==> src/design/bovs_regs.svh <==
`ifndef BOVS_REGS_SVH
`define BOVS_REGS_SVH

// register byte offsets
`define BOVS_CTRL_OFS 12'h000
`define BOVS_TARGET_OFS 12'h004
`define BOVS_PROT_OFS 12'h008
`define BOVS_STATUS_OFS 12'h00C
`define BOVS_TRIPCNT_OFS 12'h010

// field positions
`define BOVS_CTRL_EN_BIT 0
`define BOVS_CTRL_SLOPE_LSB 1
`define BOVS_PROT_MARGIN_LSB 0
`define BOVS_PROT_HYST_LSB 4
`define BOVS_STAT_OV_BIT 0
`define BOVS_STAT_REG_BIT 1
`define BOVS_STAT_TRIP_BIT 2
`define BOVS_STAT_GATE_BIT 3

// reset values
`define BOVS_EN_RST 1'h0
`define BOVS_TARGET_RST 7'h00
`define BOVS_MARGIN_RST 3'h0
`define BOVS_HYST_RST 2'h0
`define BOVS_SLOPE_RST 2'h0
`define BOVS_OV_FLAG_RST 1'h1
`define BOVS_STATUS_RST 1'h1
`define BOVS_TRIPCNT_RST 8'h00

`endif

==> src/design/bovs_pkg.sv <==
package bovs_pkg;

    // protection state of the gate path
    typedef enum logic [1:0] {
        BOVS_RUN = 2'b00,
        BOVS_TRIP = 2'b01,
        BOVS_REARM = 2'b10
    } bovs_state_e;

    // slope compensation choices, zero switches it off
    typedef enum logic [1:0] {
        BOVS_SLOPE_OFF = 2'b00,
        BOVS_SLOPE_LOW = 2'b01,
        BOVS_SLOPE_MID = 2'b10,
        BOVS_SLOPE_HIGH = 2'b11
    } bovs_slope_e;

    // comparator and timing inputs, raw or synchronised
    typedef struct packed {
        logic ov;
        logic react;
        logic lowfb;
        logic gate_req;
        logic cycle;
    } bovs_cmp_s;

endpackage : bovs_pkg

==> src/design/bovs_sync.sv <==
module bovs_sync (
    input wire logic clk, // core clock
    input wire logic rst, // synchronous reset, active high
    input wire bovs_pkg::bovs_cmp_s async_in, // raw comparator levels
    output bovs_pkg::bovs_cmp_s sync_out // synchronised levels
);

    bovs_pkg::bovs_cmp_s meta_reg;
    bovs_pkg::bovs_cmp_s sync_reg;

    // two flip-flop synchroniser, first stage read only by second
    always_ff @(posedge clk) begin
        if (rst) begin
            meta_reg <= '0;
            sync_reg <= '0;
        end else begin
            meta_reg <= async_in;
            sync_reg <= meta_reg;
        end
    end

    assign sync_out = sync_reg;

endmodule : bovs_sync

==> src/design/bovs_ovp.sv <==
module bovs_ovp (
    input wire logic clk, // core clock
    input wire logic rst, // synchronous reset, active high
    input wire logic trip_now, // overvoltage or lost feedback, synchronised
    input wire logic below_react, // voltage under reactivation level
    input wire logic cycle_start, // one-cycle pulse at pwm period start
    output logic pwm_allow, // gate may follow the current loop
    output logic trip_pulse, // one-cycle pulse on entering trip
    output logic tripped // protection holding the gate off
);

    bovs_pkg::bovs_state_e state_reg;
    bovs_pkg::bovs_state_e state_next;

    always_comb begin
        state_next = state_reg;
        case (state_reg)
            bovs_pkg::BOVS_RUN: begin
                if (trip_now) begin
                    state_next = bovs_pkg::BOVS_TRIP;
                end
            end
            bovs_pkg::BOVS_TRIP: begin
                if (!trip_now && below_react) begin
                    state_next = bovs_pkg::BOVS_REARM;
                end
            end
            bovs_pkg::BOVS_REARM: begin
                if (trip_now || !below_react) begin
                    state_next = bovs_pkg::BOVS_TRIP;
                end else if (cycle_start) begin
                    state_next = bovs_pkg::BOVS_RUN;
                end
            end
            default: begin
                state_next = bovs_pkg::BOVS_TRIP;
            end
        endcase
    end

    always_ff @(posedge clk) begin
        if (rst) begin
            state_reg <= bovs_pkg::BOVS_RUN;
        end else begin
            state_reg <= state_next;
        end
    end

    // gate cut in the very cycle the trip is seen
    assign pwm_allow = (state_reg == bovs_pkg::BOVS_RUN) && !trip_now;
    assign trip_pulse = (state_reg == bovs_pkg::BOVS_RUN) && trip_now;
    assign tripped = (state_reg != bovs_pkg::BOVS_RUN);

endmodule : bovs_ovp

==> src/design/bovs_top.sv <==
// Contract
// - Hold a 7-bit target code setting boost output from 11 V up to 64.1 V.
// - After power-up the booster is disabled and the target code is zero.
// - Above target plus 3-bit margin, gate drive is off for rest of cycle.
// - A trip sets the overvoltage flag and clears the regulation status.
// - Gate stays off until below reactivation level, then resumes, status 1.
// - Flag stays set; a read while below reactivation level clears it; here only once back in BOVS_RUN, not in BOVS_REARM.
// - Flag may read set on first read after reset; host discards it.
// - Detection and flag updates run even while the booster is disabled.
// - Later variant: low feedback voltage raises the flag and stops boost.
// - A 2-bit slope compensation select; one code disables it.
// - Gate pwm only while enable bit is 1; else gate held off.
`include "bovs_regs.svh"

module bovs_top #(
    parameter bit LOWFB_DETECT = 1'b1 // later variant with feedback loss check
) (
    input wire logic clk, // core clock, 100 MHz
    input wire logic rst, // synchronous reset, active high
    input wire logic [11:0] paddr, // apb address
    input wire logic psel, // apb select
    input wire logic penable, // apb access phase
    input wire logic pwrite, // apb direction, high for write
    input wire logic [31:0] pwdata, // apb write data
    input wire logic [3:0] pstrb, // apb byte strobes
    output logic [31:0] prdata, // apb read data
    output logic pready, // apb ready
    output logic pslverr, // apb error
    input wire logic ov_cmp_in, // comparator: above target plus margin
    input wire logic react_cmp_in, // comparator: below reactivation level
    input wire logic lowfb_cmp_in, // comparator: feedback voltage too low
    input wire logic gate_req_in, // current loop gate request
    input wire logic pwm_clk_in, // pwm period clock, rise starts a cycle
    output logic gate_drive_out, // boost mosfet gate drive
    output logic [6:0] boost_target_code, // target code to reference dac
    output logic [2:0] overvoltage_margin, // margin to trip comparator
    output logic [1:0] reactivation_hysteresis, // hysteresis to comparator
    output logic [1:0] slope_comp_select // slope compensation select
);

    // ********************************************************
    // functions
    // ********************************************************

    // true when the address hits a mapped register
    function automatic logic addr_mapped(input logic [11:0] addr);
        logic hit;
        hit = 1'b0;
        case (addr)
            `BOVS_CTRL_OFS: hit = 1'b1;
            `BOVS_TARGET_OFS: hit = 1'b1;
            `BOVS_PROT_OFS: hit = 1'b1;
            `BOVS_STATUS_OFS: hit = 1'b1;
            `BOVS_TRIPCNT_OFS: hit = 1'b1;
            default: hit = 1'b0;
        endcase
        return hit;
    endfunction : addr_mapped

    // true when the address is read only
    function automatic logic addr_read_only(input logic [11:0] addr);
        return (addr == `BOVS_STATUS_OFS) || (addr == `BOVS_TRIPCNT_OFS);
    endfunction : addr_read_only

    // error for an unmapped address or a write to a read-only register
    function automatic logic bus_error(input logic [11:0] addr, input logic is_write);
        return !addr_mapped(addr) || (is_write && addr_read_only(addr));
    endfunction : bus_error

    // saturating increment of an eight-bit count
    function automatic logic [7:0] sat_inc(input logic [7:0] value);
        return (value == 8'hFF) ? value : value + 8'h01;
    endfunction : sat_inc

    // ********************************************************
    // declarations
    // ********************************************************

    logic enable_reg;
    logic [6:0] target_reg;
    logic [2:0] margin_reg;
    logic [1:0] hyst_reg;
    logic [1:0] slope_reg;
    logic ov_flag_reg;
    logic status_reg;
    logic gate_reg;
    logic [7:0] trip_cnt_reg;
    logic [31:0] prdata_reg;
    logic pready_reg;
    logic pslverr_reg;
    logic cycle_prev_reg;

    bovs_pkg::bovs_cmp_s cmp_raw;
    bovs_pkg::bovs_cmp_s cmp_sync;

    logic access;
    logic done;
    logic wr_ok;
    logic rd_status;
    logic lowfb_trip;
    logic trip_now;
    logic below_react;
    logic cycle_start;
    logic pwm_allow;
    logic trip_pulse;
    logic tripped;
    logic [31:0] rd_value;
    logic wr_ctrl;
    logic wr_target;
    logic wr_prot;
    logic rd_clear;
    logic gate_next;
    logic ov_flag_next;
    logic status_next;
    logic [7:0] trip_cnt_next;

    // ********************************************************
    // comparator synchronisation
    // ********************************************************

    assign cmp_raw.ov = ov_cmp_in;
    assign cmp_raw.react = react_cmp_in;
    assign cmp_raw.lowfb = lowfb_cmp_in;
    assign cmp_raw.gate_req = gate_req_in;
    assign cmp_raw.cycle = pwm_clk_in;

    bovs_sync u_sync (
        .clk(clk),
        .rst(rst),
        .async_in(cmp_raw),
        .sync_out(cmp_sync)
    );

    // rising edge of the synchronised period clock
    always_ff @(posedge clk) begin
        if (rst) begin
            cycle_prev_reg <= 1'b0;
        end else begin
            cycle_prev_reg <= cmp_sync.cycle;
        end
    end

    assign cycle_start = cmp_sync.cycle && !cycle_prev_reg;

    // ********************************************************
    // overvoltage protection
    // ********************************************************

    // lost feedback acts as an overvoltage trip
    assign lowfb_trip = LOWFB_DETECT && cmp_sync.lowfb;
    assign trip_now = cmp_sync.ov || lowfb_trip;
    assign below_react = cmp_sync.react && !trip_now;

    // runs whatever the enable bit says
    bovs_ovp u_ovp (
        .clk(clk),
        .rst(rst),
        .trip_now(trip_now),
        .below_react(below_react),
        .cycle_start(cycle_start),
        .pwm_allow(pwm_allow),
        .trip_pulse(trip_pulse),
        .tripped(tripped)
    );

    // ********************************************************
    // gate drive
    // ********************************************************

    assign gate_next = enable_reg && pwm_allow && cmp_sync.gate_req;

    always_ff @(posedge clk) begin
        if (rst) begin
            gate_reg <= 1'b0;
        end else begin
            gate_reg <= gate_next;
        end
    end

    // ********************************************************
    // apb handshake
    // ********************************************************

    assign access = psel && penable;
    assign done = access && pready_reg;
    assign wr_ok = done && pwrite && pstrb[0] && addr_mapped(paddr)
        && !addr_read_only(paddr);
    assign rd_status = done && !pwrite && (paddr == `BOVS_STATUS_OFS);

    // register selects, taken only at the completing edge
    assign wr_ctrl = wr_ok && (paddr == `BOVS_CTRL_OFS);
    assign wr_target = wr_ok && (paddr == `BOVS_TARGET_OFS);
    assign wr_prot = wr_ok && (paddr == `BOVS_PROT_OFS);

    // one wait state, then ready for a single cycle
    always_ff @(posedge clk) begin
        if (rst) begin
            pready_reg <= 1'b0;
        end else begin
            pready_reg <= access && !pready_reg;
        end
    end

    // error for unmapped address or write to read-only register
    always_ff @(posedge clk) begin
        if (rst) begin
            pslverr_reg <= 1'b0;
        end else if (access && !pready_reg) begin
            pslverr_reg <= bus_error(paddr, pwrite);
        end else begin
            pslverr_reg <= 1'b0;
        end
    end

    // ********************************************************
    // configuration registers
    // ********************************************************

    always_ff @(posedge clk) begin
        if (rst) begin
            enable_reg <= `BOVS_EN_RST;
            slope_reg <= `BOVS_SLOPE_RST;
        end else if (wr_ctrl) begin
            enable_reg <= pwdata[`BOVS_CTRL_EN_BIT];
            slope_reg <= pwdata[`BOVS_CTRL_SLOPE_LSB +: 2];
        end
    end

    always_ff @(posedge clk) begin
        if (rst) begin
            target_reg <= `BOVS_TARGET_RST;
        end else if (wr_target) begin
            target_reg <= pwdata[6:0];
        end
    end

    always_ff @(posedge clk) begin
        if (rst) begin
            margin_reg <= `BOVS_MARGIN_RST;
            hyst_reg <= `BOVS_HYST_RST;
        end else if (wr_prot) begin
            margin_reg <= pwdata[`BOVS_PROT_MARGIN_LSB +: 3];
            hyst_reg <= pwdata[`BOVS_PROT_HYST_LSB +: 2];
        end
    end

    // ********************************************************
    // status flags
    // ********************************************************

    // a status read clears the flag only once the voltage is back down
    assign rd_clear = rd_status && below_react && !tripped;

    // sticky flag, set wins over the read clear
    always_comb begin
        ov_flag_next = ov_flag_reg;
        if (trip_pulse || (tripped && trip_now)) begin
            ov_flag_next = 1'b1;
        end else if (rd_clear) begin
            ov_flag_next = 1'b0;
        end
    end

    always_ff @(posedge clk) begin
        if (rst) begin
            ov_flag_reg <= `BOVS_OV_FLAG_RST;
        end else begin
            ov_flag_reg <= ov_flag_next;
        end
    end

    // regulation status follows the protection state
    assign status_next = !tripped && !trip_now;

    always_ff @(posedge clk) begin
        if (rst) begin
            status_reg <= `BOVS_STATUS_RST;
        end else begin
            status_reg <= status_next;
        end
    end

    // saturating count of trips
    assign trip_cnt_next = sat_inc(trip_cnt_reg);

    always_ff @(posedge clk) begin
        if (rst) begin
            trip_cnt_reg <= `BOVS_TRIPCNT_RST;
        end else if (trip_pulse) begin
            trip_cnt_reg <= trip_cnt_next;
        end
    end

    // ********************************************************
    // read data
    // ********************************************************

    always_comb begin
        rd_value = 32'h0000_0000;
        case (paddr)
            `BOVS_CTRL_OFS: begin
                rd_value[`BOVS_CTRL_EN_BIT] = enable_reg;
                rd_value[`BOVS_CTRL_SLOPE_LSB +: 2] = slope_reg;
            end
            `BOVS_TARGET_OFS: begin
                rd_value[6:0] = target_reg;
            end
            `BOVS_PROT_OFS: begin
                rd_value[`BOVS_PROT_MARGIN_LSB +: 3] = margin_reg;
                rd_value[`BOVS_PROT_HYST_LSB +: 2] = hyst_reg;
            end
            `BOVS_STATUS_OFS: begin
                rd_value[`BOVS_STAT_OV_BIT] = ov_flag_reg;
                rd_value[`BOVS_STAT_REG_BIT] = status_reg;
                rd_value[`BOVS_STAT_TRIP_BIT] = tripped;
                rd_value[`BOVS_STAT_GATE_BIT] = gate_reg;
            end
            `BOVS_TRIPCNT_OFS: begin
                rd_value[7:0] = trip_cnt_reg;
            end
            default: begin
                rd_value = 32'h0000_0000;
            end
        endcase
    end

    always_ff @(posedge clk) begin
        if (rst) begin
            prdata_reg <= 32'h0000_0000;
        end else if (access && !pready_reg && !pwrite) begin
            prdata_reg <= rd_value;
        end else begin
            prdata_reg <= 32'h0000_0000;
        end
    end

    // ********************************************************
    // outputs
    // ********************************************************

    assign prdata = prdata_reg;
    assign pready = pready_reg;
    assign pslverr = pslverr_reg;
    assign gate_drive_out = gate_reg;
    assign boost_target_code = target_reg;
    assign overvoltage_margin = margin_reg;
    assign reactivation_hysteresis = hyst_reg;
    assign slope_comp_select = slope_reg;

endmodule : bovs_top

==> config.mk <==
export PLATFORM = sky130hd
export DESIGN_NAME = bovs_top
export DESIGN_NICKNAME = d
export VERILOG_FILES = /design/src/design/bovs_pkg.sv /design/src/design/bovs_sync.sv /design/src/design/bovs_ovp.sv /design/src/design/bovs_top.sv
export VERILOG_INCLUDE_DIRS = /design/src /design/src/design
export SDC_FILE = /design/constraint.sdc
export NUM_CORES = 1
export LEC_CHECK = 0
export BUFFER_PORTS_ARGS = -buffer_cell sky130_fd_sc_hd__buf_2
export CAP_MARGIN = 15
export CORE_MARGIN = 3
export CORE_UTILIZATION = 46
export CTS_CLUSTER_DIAMETER = 50
export CTS_CLUSTER_SIZE = 40
export DETAILED_ROUTE_END_ITERATION = 7
export PLACE_DENSITY = 0.79
export SETUP_SLACK_MARGIN = 0.5
export SLEW_MARGIN = 20
export SYNTH_ARGS = -nofsm -noshare
export SYNTH_HDL_FRONTEND = slang
export SYNTH_SLANG_ARGS = --single-unit
==> constraint.sdc <==
create_clock -name clk -period 2 [get_ports clk]
set_clock_uncertainty 0.05 [all_clocks]
set_input_delay 0.2 -clock clk [delete_from_list [all_inputs] [get_ports clk]]
set_output_delay 0.2 -clock clk [all_outputs]
set_load 0.01 [all_outputs]
# Word level (Yosys, flattened, before mapping)
# Cells that the tools add are included.
# Widths: inputs -> output; s select.
# totals
wordCells	101
ff_bits	73
output_inout_bits	49
inputBits	58
# op_classes
n_eq_ne	10
bitwise_logic	4
n_mux	12
n_reduce_logical	48
add_sub_neg	1
# op_table
cell	count
$logic_and 1x1->1	25
$eq 12x4->1 const B	2
$pmux 3 s5	1
$eq 12x3->1 const B	1
$eq 12x5->1 const B	1
$logic_not 12->1	1
$pmux 2 s3	2
$add 8x1->8 const B	1
$eq 8x8->1 const B	1
$logic_not 1->1	8
$mux 2	4
$reduce_or 2->1	3
$logic_or 1x1->1	5
$reduce_or 5->1	1
$not 1->1	4
$mux 1	3
$ne 3x2->1 const B	1
$pmux 1 s3	1
$reduce_and 3->1	1
$reduce_or 3->1	1
$eq 2x1->1 const B	1
$eq 2x2->1 const B	1
$logic_not 2->1	1
$ne 2x1->1 const B	1
4 further kinds	4

# Logic depth before layout (Yosys ltp)
# Gate-level depths: netlist (run 1).
# logic_depth
depth_word	7
depth_mapped	6
depth_no_buf	5

# By module
# Synthesis (run 1) repeated with hierarchy kept, for this count alone.
# unflattened
hier_cells	267
hier_area_um2	2332.2
# by_module_without_submodules
mod	n_inst	area_per_inst_um2	seq_area_each_um2	cells_per_inst
bovs_top	1	1958.1	740.7	234
bovs_sync	1	262.8	200.2	20
bovs_ovp	1	111.4	40.0	13

# Least setup slack after synthesis (run 1)
# No wires, ideal clock.
# synth_timing
path_kind	input -> register
startpoint	input paddr[0]
endpoint	register target_reg[0], in the netlist boost_target_code[0]
setup_time_ns	0.132
n_path_buf	1
stages	5
arrival_time_ns	1.645
setup_slack_ns	0.173
cell_sequence	or4_4 or4_4 buf_6 o21ai_1 a21oi_1
# synth_via
elab_chain_len	6
# synth_lines
element	line	rtl
start: declaration	bovs_top.sv:20	input wire logic [11:0] paddr,
$eq 12x4->1 (tied with other cells)	bovs_top.sv:49	case (addr)
$reduce_or 5->1 (no source line)	-	
$mux 1	bovs_top.sv:49	
$logic_and 1x1->1	bovs_top.sv:186	assign wr_ok = done && pwrite && pstrb[0] && addr_mapped(paddr)
$logic_and 1x1->1	bovs_top.sv:187	&& !addr_read_only(paddr);
$logic_and 1x1->1 *	bovs_top.sv:192	assign wr_target = wr_ok && (paddr == `BOVS_TARGET_OFS);
end signal: assignment	bovs_top.sv:231	target_reg <= `BOVS_TARGET_RST;
end signal: assignment	bovs_top.sv:233	target_reg <= pwdata[6:0];
end: declaration	bovs_top.sv:80	logic [6:0] target_reg;
# Mark *: on every way between the ends. The rest lies on a longest branch, timed or not.
# A chain may end at the register's enable or synchronous reset.

# Final worst setup path (run 1)
# layout_timing
startpoint	register trip_cnt_reg[0]
endpoint	register trip_cnt_reg[5]
# layout_via
elab_chain_len	3
# layout_lines
element	line	rtl
start: declaration	bovs_top.sv:87	logic [7:0] trip_cnt_reg;
start signal: assignment	bovs_top.sv:288	trip_cnt_reg <= `BOVS_TRIPCNT_RST;
start signal: assignment	bovs_top.sv:290	trip_cnt_reg <= trip_cnt_next;
parallel branches: the longest is 3 deep, another holds $add 8x1->8	-	
# Several ways; the timed one is not identified.

==> metrics.txt, run 1 <==
status=finished, final reports clean; startpoint types=register; via count=about 2100; final setup violation count=0; core area=4790 um2; # fillers=roughly 430; number of synthesized register bits=49; R2R Path Start=trip_cnt_reg[0]; Psw=roughly 480 uW; global route overflow=0; pwr dens=between 600 and 700 nW/um2; CTS Root Cell=clkbuf_8; PortBufs=54; Tmin final=approximately 1.7 ns; Starting Density=a little under half; crit path kind=reg2reg; Max Root-Sink Buffers=2; WP buf/inv=1; initial antenna violation count=0; row count=25; Stages on worst setup path=6; share of cells above drive strength 1=between 30% and 40%; Detail Route Antenna Nets=0; CP max-delay cell=or4_4; IO Count=about 110; post-synthesis sequential area ratio=about 43%; RSZ-0062 raised after global routing=yes; # DRC=0; post-DP HPWL=between 3000 and 4000 um; Worst Path Arrival=~1.9 ns; Slew Limit Fails=0; CP endpoint kind=register; Internal=1.33 mW; Register Area=between 900 and 1000 um2; R2R setup slack=~0.31 ns; Clock Sinks=49; DP Cell Count=368; hold path cells=2; largest net degree at the start of global routing=32; Max Cap Viol=0; slowest cell delay on critical path=about 0.47 ns; total CTS buffers=5; family with the most delay on the worst path=simple AND/OR/NAND/NOR gates; area added between synthesis and finish=26.1%; DRT iter0 DRCs=273; Post-DP Area=around 2600 um2; Synth cell types=43; sw frac=between 20% and 30%; final WL=roughly 5700 um; CP Cell Sequence=ha_4, nand4_1, o211ai_1, buf_4, or4_4, a21oi_2; n_diodes=0; DR vias/cell=5.39; setup_tns=0 ns; clk_lat worst skew=slightly above 0.3 ns; yosys warns=0; Syn Inst Count=roughly 250; peak supply drop=~0.4 mV; gpl congestion=around 0.86; Most used DFF post-synth=dfxtp_1; launch point of the worst path=trip_cnt_reg[0]; Fmax achieved=0.593 GHz; multi-input logic area=about 1200 um2; sequential power share=55.3%; fin nets=roughly 380; CTS tree=done; Gate power share=between 10% and 20%; Hold Fails Final Rpt=0; RR Endpoint=trip_cnt_reg[5]; Die W=between 70 and 80 um; Tot GR Track Use=~18%; Setup crit end=trip_cnt_reg[5]; Mean Syn Cell Area=9.03 um2; H-tree Lvls=2; Leakage=1.16 nW; Final Instance Count excl. Fillers=a little under 400; post-route cell area=between 2000 and 3000 um2; Reg clk slew, reported paths=0.10 ns; period utilisation layout=84.3%; vias in the first global route=between 1500 and 2000; DR pass1 iterations=4; first-pass GRT wire length=slightly below 9000 um; share of flip-flops with an asynchronous set or reset=0%; Die Height=~77 um; Worst Reg-to-Reg Cells=6; clock share of power=33.2%; CP Data Required Time=2.20 ns; type of the worst min-delay path=in2reg; DIE AREA=about 5900 um2; routed len/inst=~15 um; Netlist Area Pre-Place=2290 um2; CP max FO=3; Post-synth EDFFs=0
## power groups by stage
stage                     sequential [mW]  clock (mW)  combinational, mW
after floorplan                      1.03           0              0.142
after global placement               1.03           0              0.162
after detailed placement             1.03           0              0.165
after CTS                            1.01       0.611              0.170
after global routing                 1.01       0.651              0.228
final                                1.00       0.604              0.209
## kinds of logic after synthesis
family	Yosys count	share of synthesized area, %
flip-flops	49	42.8
AND/OR/NAND/NOR	96	25.0
XOR/XNOR	2	0.764
multiplexers	10	6.11
buffers and inverters	44	11.6
other	1	0.164
adder cells (fa/ha/maj)	2	0.982
AO/OA/AOI/OAI	50	12.7
## how the worst min path moves through the flow
stage	slack, ns	from	to
2_1_floorplan	0.28	pwm_clk_in	u_sync.meta_reg[0]
3_3_place_gp	0.36	ov_cmp_in	u_sync.meta_reg[4]
3_5_place_dp	0.36	u_sync.sync_out[1]	gate_drive_out
4_1_cts	0.04	lowfb_cmp_in	u_sync.meta_reg[2]
5_1_grt	0.05	pwm_clk_in	u_sync.meta_reg[0]
6_report	0.04	gate_req_in	u_sync.meta_reg[1]
## worst register-to-register path: stages (launching register included)
cell      delay, ns
dfxtp_4        0.37
ha_4           0.17
nand4_1        0.13
o211ai_1       0.13
buf_4          0.17
or4_4          0.47
a21oi_2        0.14
## final cells by class
class	count	share of cell area, %
Multi-Input combinational cell	185	43.2
Sequential cell	49	34.4
Timing Repair Buffer	74	15.3
Tap cell	67	2.90
Clock buffer	5	2.38
Clock inverter	3	0.909
Inverter	7	0.909
## timing repair
item	in CTS	in global routing
hold buffers	0	0
cloned	1	2
setup buffers	1	10
pin swaps	4	18
resized for setup	6	28
setup endpoints to repair	22	27
## through the flow
stage	hold WS (ns)	util (%)	total power, mW	setup WS [ns]
CTS	0.0387	56.6	1.79	0.350
global placement	0.360	53.8	1.19	0.110
finish	0.0431	60.4	1.82	0.313
floorplan	0.278	-	1.17	0.173
detailed placement	0.357	53.8	1.19	0.0592
global route	0.0457	60.4	1.89	0.233
## placed cells by master, fill, tap and decap left out, drive strengths merged, types with 2 or more instances in the layout
master | Yosys | routed
a21oi | 20 | 20
a22o | 2 | 2
a22oi | 2 | 2
a32oi | 2 | 2
buf | 29 | 74
clkbuf | 8 | 5
clkinvlp | 0 | 2
conb | 1 | 24
dfxtp | 49 | 49
inv | 7 | 8
mux2 | 2 | 2
mux2i | 5 | 5
mux4 | 3 | 3
nand2 | 10 | 10
nand2b | 7 | 7
nand3 | 9 | 9
nand4 | 15 | 15
nor2 | 18 | 18
nor2b | 12 | 12
nor3 | 3 | 3
nor4 | 8 | 8
o21ai | 17 | 17
o31ai | 2 | 2
or2 | 2 | 2
or3 | 2 | 2
or4 | 7 | 8
xor2 | 2 | 2
## cell usage after synthesis (all sizes together), types with 3 or more instances
cell type | count | share of area [%]
nand4 | 15 | 4.1
o21ai | 17 | 3.7
nor2 | 18 | 2.9
nand2b | 7 | 1.9
or4 | 7 | 2.6
mux4 | 3 | 2.9
buf | 29 | 9.1
nor4 | 8 | 3.8
inv | 7 | 1.1
clkbuf | 8 | 1.3
nor3 | 3 | 0.65
nor2b | 12 | 3.3
nand2 | 10 | 1.6
a21oi | 20 | 4.4
nand3 | 9 | 2.0
dfxtp | 49 | 43
mux2i | 5 | 2.2
## layer usage
layer / global-route usage (%) / share of wire [%] / vias to the layer above
met5: 0 / 0 / -
met3: 4.37 / 9.4 / 10
met4: 6.88 / 1.8 / 0
met1: 23.9 / 43 / 983
li1: - / - / 1002
met2: 28.8 / 46 / 108
Power figures use the tool's default switching activity.
==> run 2, diff against run 1 <==
==> constraint.sdc (replaced) <==
create_clock -name clk -period 1.7 [get_ports clk]
set_clock_uncertainty 0.05 [all_clocks]
set_input_delay 0.17 -clock clk [delete_from_list [all_inputs] [get_ports clk]]
set_output_delay 0.17 -clock clk [all_outputs]
set_load 0.01 [all_outputs]
==> run 2 against run 1 <==
Effect of this change: first-iteration DRC count fell by 36%; sequential cell count did not move; cell area rose by 10%; global-route usage rose by 3.2 points; setup slack got worse by 0.21 ns; register-to-register slack got worse by 0.21 ns; count of clock-buffer cells in the layout did not move; largest power group unchanged.
==> metrics.txt, run 2 (synthesis gave the netlist of run 1 again) <==
CP max FO=6; Final Instance Count excl. Fillers=408; clk_lat worst skew=approximately 0.31 ns; commonest non-fill, non-tap cell in the layout=buf_2; crit path kind=reg2reg; CTS Root Cell=clkbuf_8; pre-CTS WS=-0.191 ns; Hold-fix buffers, CTS=0; Tot Pwr=about 2.2 mW; post-DP HPWL=a little over 4000 um; period utilisation layout=a little over nine tenths; commonest non-fill, non-tap cells in the layout=buf_2 (52), dfxtp_1 (44), buf_4 (27); Max Root-Sink Buffers=2; Clock Sinks=49; R2R setup slack=~0.10 ns; Die Height=~77 um; CP max-delay cell=or4_4; CP endpoint kind=register; pwr dens=approximately 690 nW/um2; DP Cell Count=386; Reg clk slew, reported paths=around 0.1 ns; via count=around 2200; Fmax achieved=roughly 0.63 GHz; Tmin final=roughly 1.6 ns; slowest cell delay on critical path=around 0.47 ns; DIE AREA=5870 um2; CTS tree=done; IO Count=107; Worst Hold Path EP=u_sync.meta_reg[2]; Worst Path Arrival=1.79 ns; area added between synthesis and finish=38.9%; R2R Path Start=trip_cnt_reg[1]; largest net degree at the start of global routing=36; gpl congestion=around 0.86; Worst Reg-to-Reg Cells=6; status=finished, final reports clean; Tot GR Track Use=a little over a fifth; setup slack after layout=roughly 0.10 ns; Die W=76.6 um; Starting Density=a little under half; HP Start=lowfb_cmp_in; row count=25; Detail Route Antenna Nets=0; H-tree Lvls=2; final setup violation count=0; vias in the first global route=roughly 2000; DR pass1 iterations=4; first-pass GRT wire length=approximately 10000 um; type of the worst min-delay path=in2reg; final WL=between 6000 and 7000 um; global route overflow=0; total CTS buffers=5; family with the most delay on the worst path=simple AND/OR/NAND/NOR gates; fin nets=between 300 and 400; routed len/inst=roughly 16 um; Leakage=about 1.3 nW; Max Cap Viol=0; CP Data Required Time=1.89 ns; n_diodes=0; # DRC=0; share of cells above drive strength 1=around 46%; core area=approximately 4800 um2; RSZ-0062 raised after global routing=yes; initial antenna violation count=0; CP Cell Sequence=ha_4, nand4_1, o211ai_1, buf_4, or4_4, a21oi_1; DRT iter0 DRCs=between 150 and 200; # fillers=between 300 and 400; peak supply drop=~0.55 mV; Worst-Margin Slew=around 0.56 ns; Slew Limit Fails=0; Hold Fails Final Rpt=0; hold path cells=2; Min Hold Slack=approximately 0.0076 ns; PortBufs=between 50 and 60; startpoint types=register; WP buf/inv=1; Slew HR=62.5%; RR Endpoint=trip_cnt_reg[5]; DR vias/cell=around 5.5
run 2: worst max path at each step:
stage,start,to,slack (ns),cells after the start
final,trip_cnt_reg[1],trip_cnt_reg[5],0.10,6
after global routing,trip_cnt_reg[4],trip_cnt_reg[1],0.01,6
after CTS,trip_cnt_reg[1],trip_cnt_reg[5],0.11,6
after detailed placement,paddr[0],overvoltage_margin[0],-0.19,7
after global placement,paddr[0],boost_target_code[0],-0.16,7
after floorplan,paddr[0],boost_target_code[0],-0.1,5
run 2: cell type report:
| type | instances | area, um2 | share of cell area [%] |
|---|---|---|---|
| clock buffer | 5 | 68.8 | 2.16 |
| clock inverter | 3 | 28.8 | 0.903 |
| inverter | 7 | 26.3 | 0.825 |
| multi-input combinational | 185 | 1380 | 43.3 |
| sequential | 49 | 990 | 31.1 |
| tap | 67 | 83.8 | 2.63 |
| timing repair buffer | 92 | 609 | 19.1 |
run 2: timing repair:
item | 4_1_cts | 5_1_grt
pin swaps | 33 | 22
gates resized for setup | 27 | 35
buffers inserted | 10 | 2
setup endpoints to repair | 35 | 38
gates cloned | 2 | 0
run 2: metrics by stage:
step           TNS, ns  utilization (%)  cell area (um2)
2_1_floorplan   -0.969                -             2430
6_report             0             66.6             3190
3_3_place_gp     -2.08             57.1             2730
3_5_place_dp     -2.25             57.1             2730
5_1_grt              0             66.6             3190
4_1_cts              0             63.1             3020
run 2: report_power, final:
part	switching, mW	total (mW)	internal, mW	leakage, nW
Combinational	0.159	0.273	0.113	0.878
Clock	0.434	0.742	0.308	0.0506
Sequential	0.0112	1.18	1.17	0.400
Total	0.605	2.19	1.59	1.33
run 2: worst register-to-register path: stages (launching register included):
cell and delay (ns):
dfxtp_2 0.35, ha_4 0.16, nand4_1 0.11, o211ai_1 0.10, buf_4 0.16, or4_4 0.47
a21oi_1 0.13
run 2: per-layer routing:
metal	vias up	wire, um	GRT usage, %
met5	-	0	0
met4	0	93	6.34
met3	13	584	5.56
met2	123	3370	35.1
met1	1057	2510	27.6
li1	1040	-	-
==> run 3, diff against run 2 <==
--- a/config.mk
+++ b/config.mk
@@ -8,12 +8,14 @@
 export LEC_CHECK = 0
 export BUFFER_PORTS_ARGS = -buffer_cell sky130_fd_sc_hd__buf_2
 export CAP_MARGIN = 15
+export CELL_PAD_IN_SITES_DETAIL_PLACEMENT = 1
+export CELL_PAD_IN_SITES_GLOBAL_PLACEMENT = 1
 export CORE_MARGIN = 3
-export CORE_UTILIZATION = 46
+export CORE_UTILIZATION = 33
 export CTS_CLUSTER_DIAMETER = 50
 export CTS_CLUSTER_SIZE = 40
 export DETAILED_ROUTE_END_ITERATION = 7
-export PLACE_DENSITY = 0.79
+export PLACE_DENSITY_LB_ADDON = 0.1
 export SETUP_SLACK_MARGIN = 0.5
 export SLEW_MARGIN = 20
 export SYNTH_ARGS = -nofsm -noshare
==> run 3 against run 2 <==
Effect of this change: setup slack worse by 0.015 ns; non-clock buffer count up 1; largest cell class unchanged; utilization down 17 points; register-to-register slack about the same; sequential share of layout area down 0.34 points; global-route usage down 3.3 points; clock power about the same; cell count up 2.7%; count of clock-buffer cells in the layout unchanged; largest power group unchanged.
==> metrics.txt, run 3 (synthesis gave the netlist of run 1 again) <==
status=finished, final reports clean; vias in the first global route=2202; pwr dens=683 nW/um2; commonest non-fill, non-tap cell in the layout=buf_2; CTS tree=done; period utilisation layout=around 95%; multi-input logic area=1360 um2; Tot GR Track Use=a little under a fifth; sw frac=between 20% and 30%; WP buf/inv=0; setup_tns=0 ns; CP max FO=2; Die Height=89.4 um; clk_lat worst skew=between 0.3 and 0.4 ns; Hold Fails Final Rpt=0; Worst-Margin Slew=roughly 0.5 ns; core area=about 6500 um2; CP Data Required Time=1.85 ns; Worst Path Arrival=about 1.8 ns; peak supply drop=~0.37 mV; Detail Route Antenna Nets=0; IO Count=between 100 and 150; Reg clk slew, reported paths=0.10 ns; CP Cell Sequence=or4_4, nor4_2, nand4_1, a211o_1; final WL=6980 um; # DRC=0; routed len/inst=16.7 um; CP max-delay cell=or4_4; Tmin final=1.61 ns; Max Cap Viol=0; share of cells above drive strength 1=between 40 and 50%; Gate power share=about 12%; Stages on worst setup path=4; via count=2119; hold path cells=2; DR pass1 iterations=4; Leakage=around 1.3 nW; commonest non-fill, non-tap cells in the layout=buf_2 (53), dfxtp_1 (45), buf_4 (28); # fillers=around 780; Starting Density=35.1%; Internal=1.59 mW; PortBufs=54; Worst Reg-to-Reg Cells=4; gpl congestion=between 0.7 and 0.8; total CTS buffers=5; largest net degree at the start of global routing=42; Slew Limit Fails=0; first-pass GRT wire length=11000 um; sequential power share=between 50% and 60%; H-tree Lvls=2; slowest cell delay on critical path=between 0.5 and 0.6 ns; CTS Root Cell=clkbuf_8; area added between synthesis and finish=39.9%; initial antenna violation count=0; Min Hold Slack=~0.014 ns; type of the worst min-delay path=in2reg; startpoint types=register; Max Root-Sink Buffers=2; Psw=601 uW; DIE AREA=roughly 8000 um2; n_diodes=0; clock share of power=33.8%; Clock Sinks=about 50; fin nets=400; global route overflow=0; Register Area=roughly 990 um2; RSZ-0062 raised after global routing=yes; Fmax achieved=~0.62 GHz; Hold-fix buffers, CTS=0; crit path kind=reg2reg; DRT iter0 DRCs=82; DR vias/cell=around 5; post-DP HPWL=slightly below 5000 um; Slew HR=approximately two thirds; Die W=roughly 90 um; row count=29; final setup violation count=0; CP endpoint kind=register; family with the most delay on the worst path=simple AND/OR/NAND/NOR gates
==> run 3: cell types whose count changed in the layout (fill, tap and decap cells not counted), sizes merged <==
cell    previous run  this run
inv                9         7
clkbuf             5         6
clkinv             1         3
==> run 3: final cells by class <==
type                            count  area share, %
Inverter                            7          0.819
Sequential cell                    49           30.7
Clock inverter                      3           1.05
Multi-Input combinational cell    185           42.5
Clock buffer                        5           2.15
Timing Repair Buffer               93           19.7
Tap cell                           77           3.00
==> run 3: routing by layer <==
metal  track usage (%)  share of wire, %  vias to the layer above
met3              3.23               4.1                        4
li1                  -                 -                     1037
met4              3.79              0.59                        0
met1              24.4                45                     1030
met5                 0                 0                        -
met2              30.1                50                       48
==> run 3: through the flow <==
step                      setup WS [ns]  instances  cell area [um2]  util, %  total power [mW]
after floorplan                 -0.0975        277             2430        -              1.38
after global placement           -0.173        399             2780     42.6              1.44
after detailed placement         -0.194        399             2780     42.6              1.44
after CTS                        0.0767        417             3090     47.3              2.21
after global routing             0.0131        419             3210     49.1              2.30
final                            0.0881        419             3210     49.1              2.19
==> run 3: power by group through the flow <==
stage	combinational [mW]	clock, mW	sequential [mW]
5_1_grt	0.296	0.816	1.18
6_report	0.270	0.740	1.18
3_5_place_dp	0.234	0	1.21
4_1_cts	0.256	0.774	1.18
2_1_floorplan	0.171	0	1.21
3_3_place_gp	0.229	0	1.21
==> run 3: final timing paths <==
path | slack (ns) | from | end
worst max register to register | 0.09 | u_sync.sync_out[4] | ov_flag_reg
worst max-delay path | 0.09 | u_sync.sync_out[4] | ov_flag_reg
worst min register to register | 0.38 | u_sync.sync_out[1] | gate_drive_out
worst min-delay path | 0.01 | gate_req_in | u_sync.meta_reg[1]
==> run 3: timing repair <==
item / CTS / global route
setup endpoints to repair: 35 / 37
gates resized for setup: 25 / 28
gates cloned: 2 / 0
pin swaps: 41 / 19
buffers inserted: 8 / 2
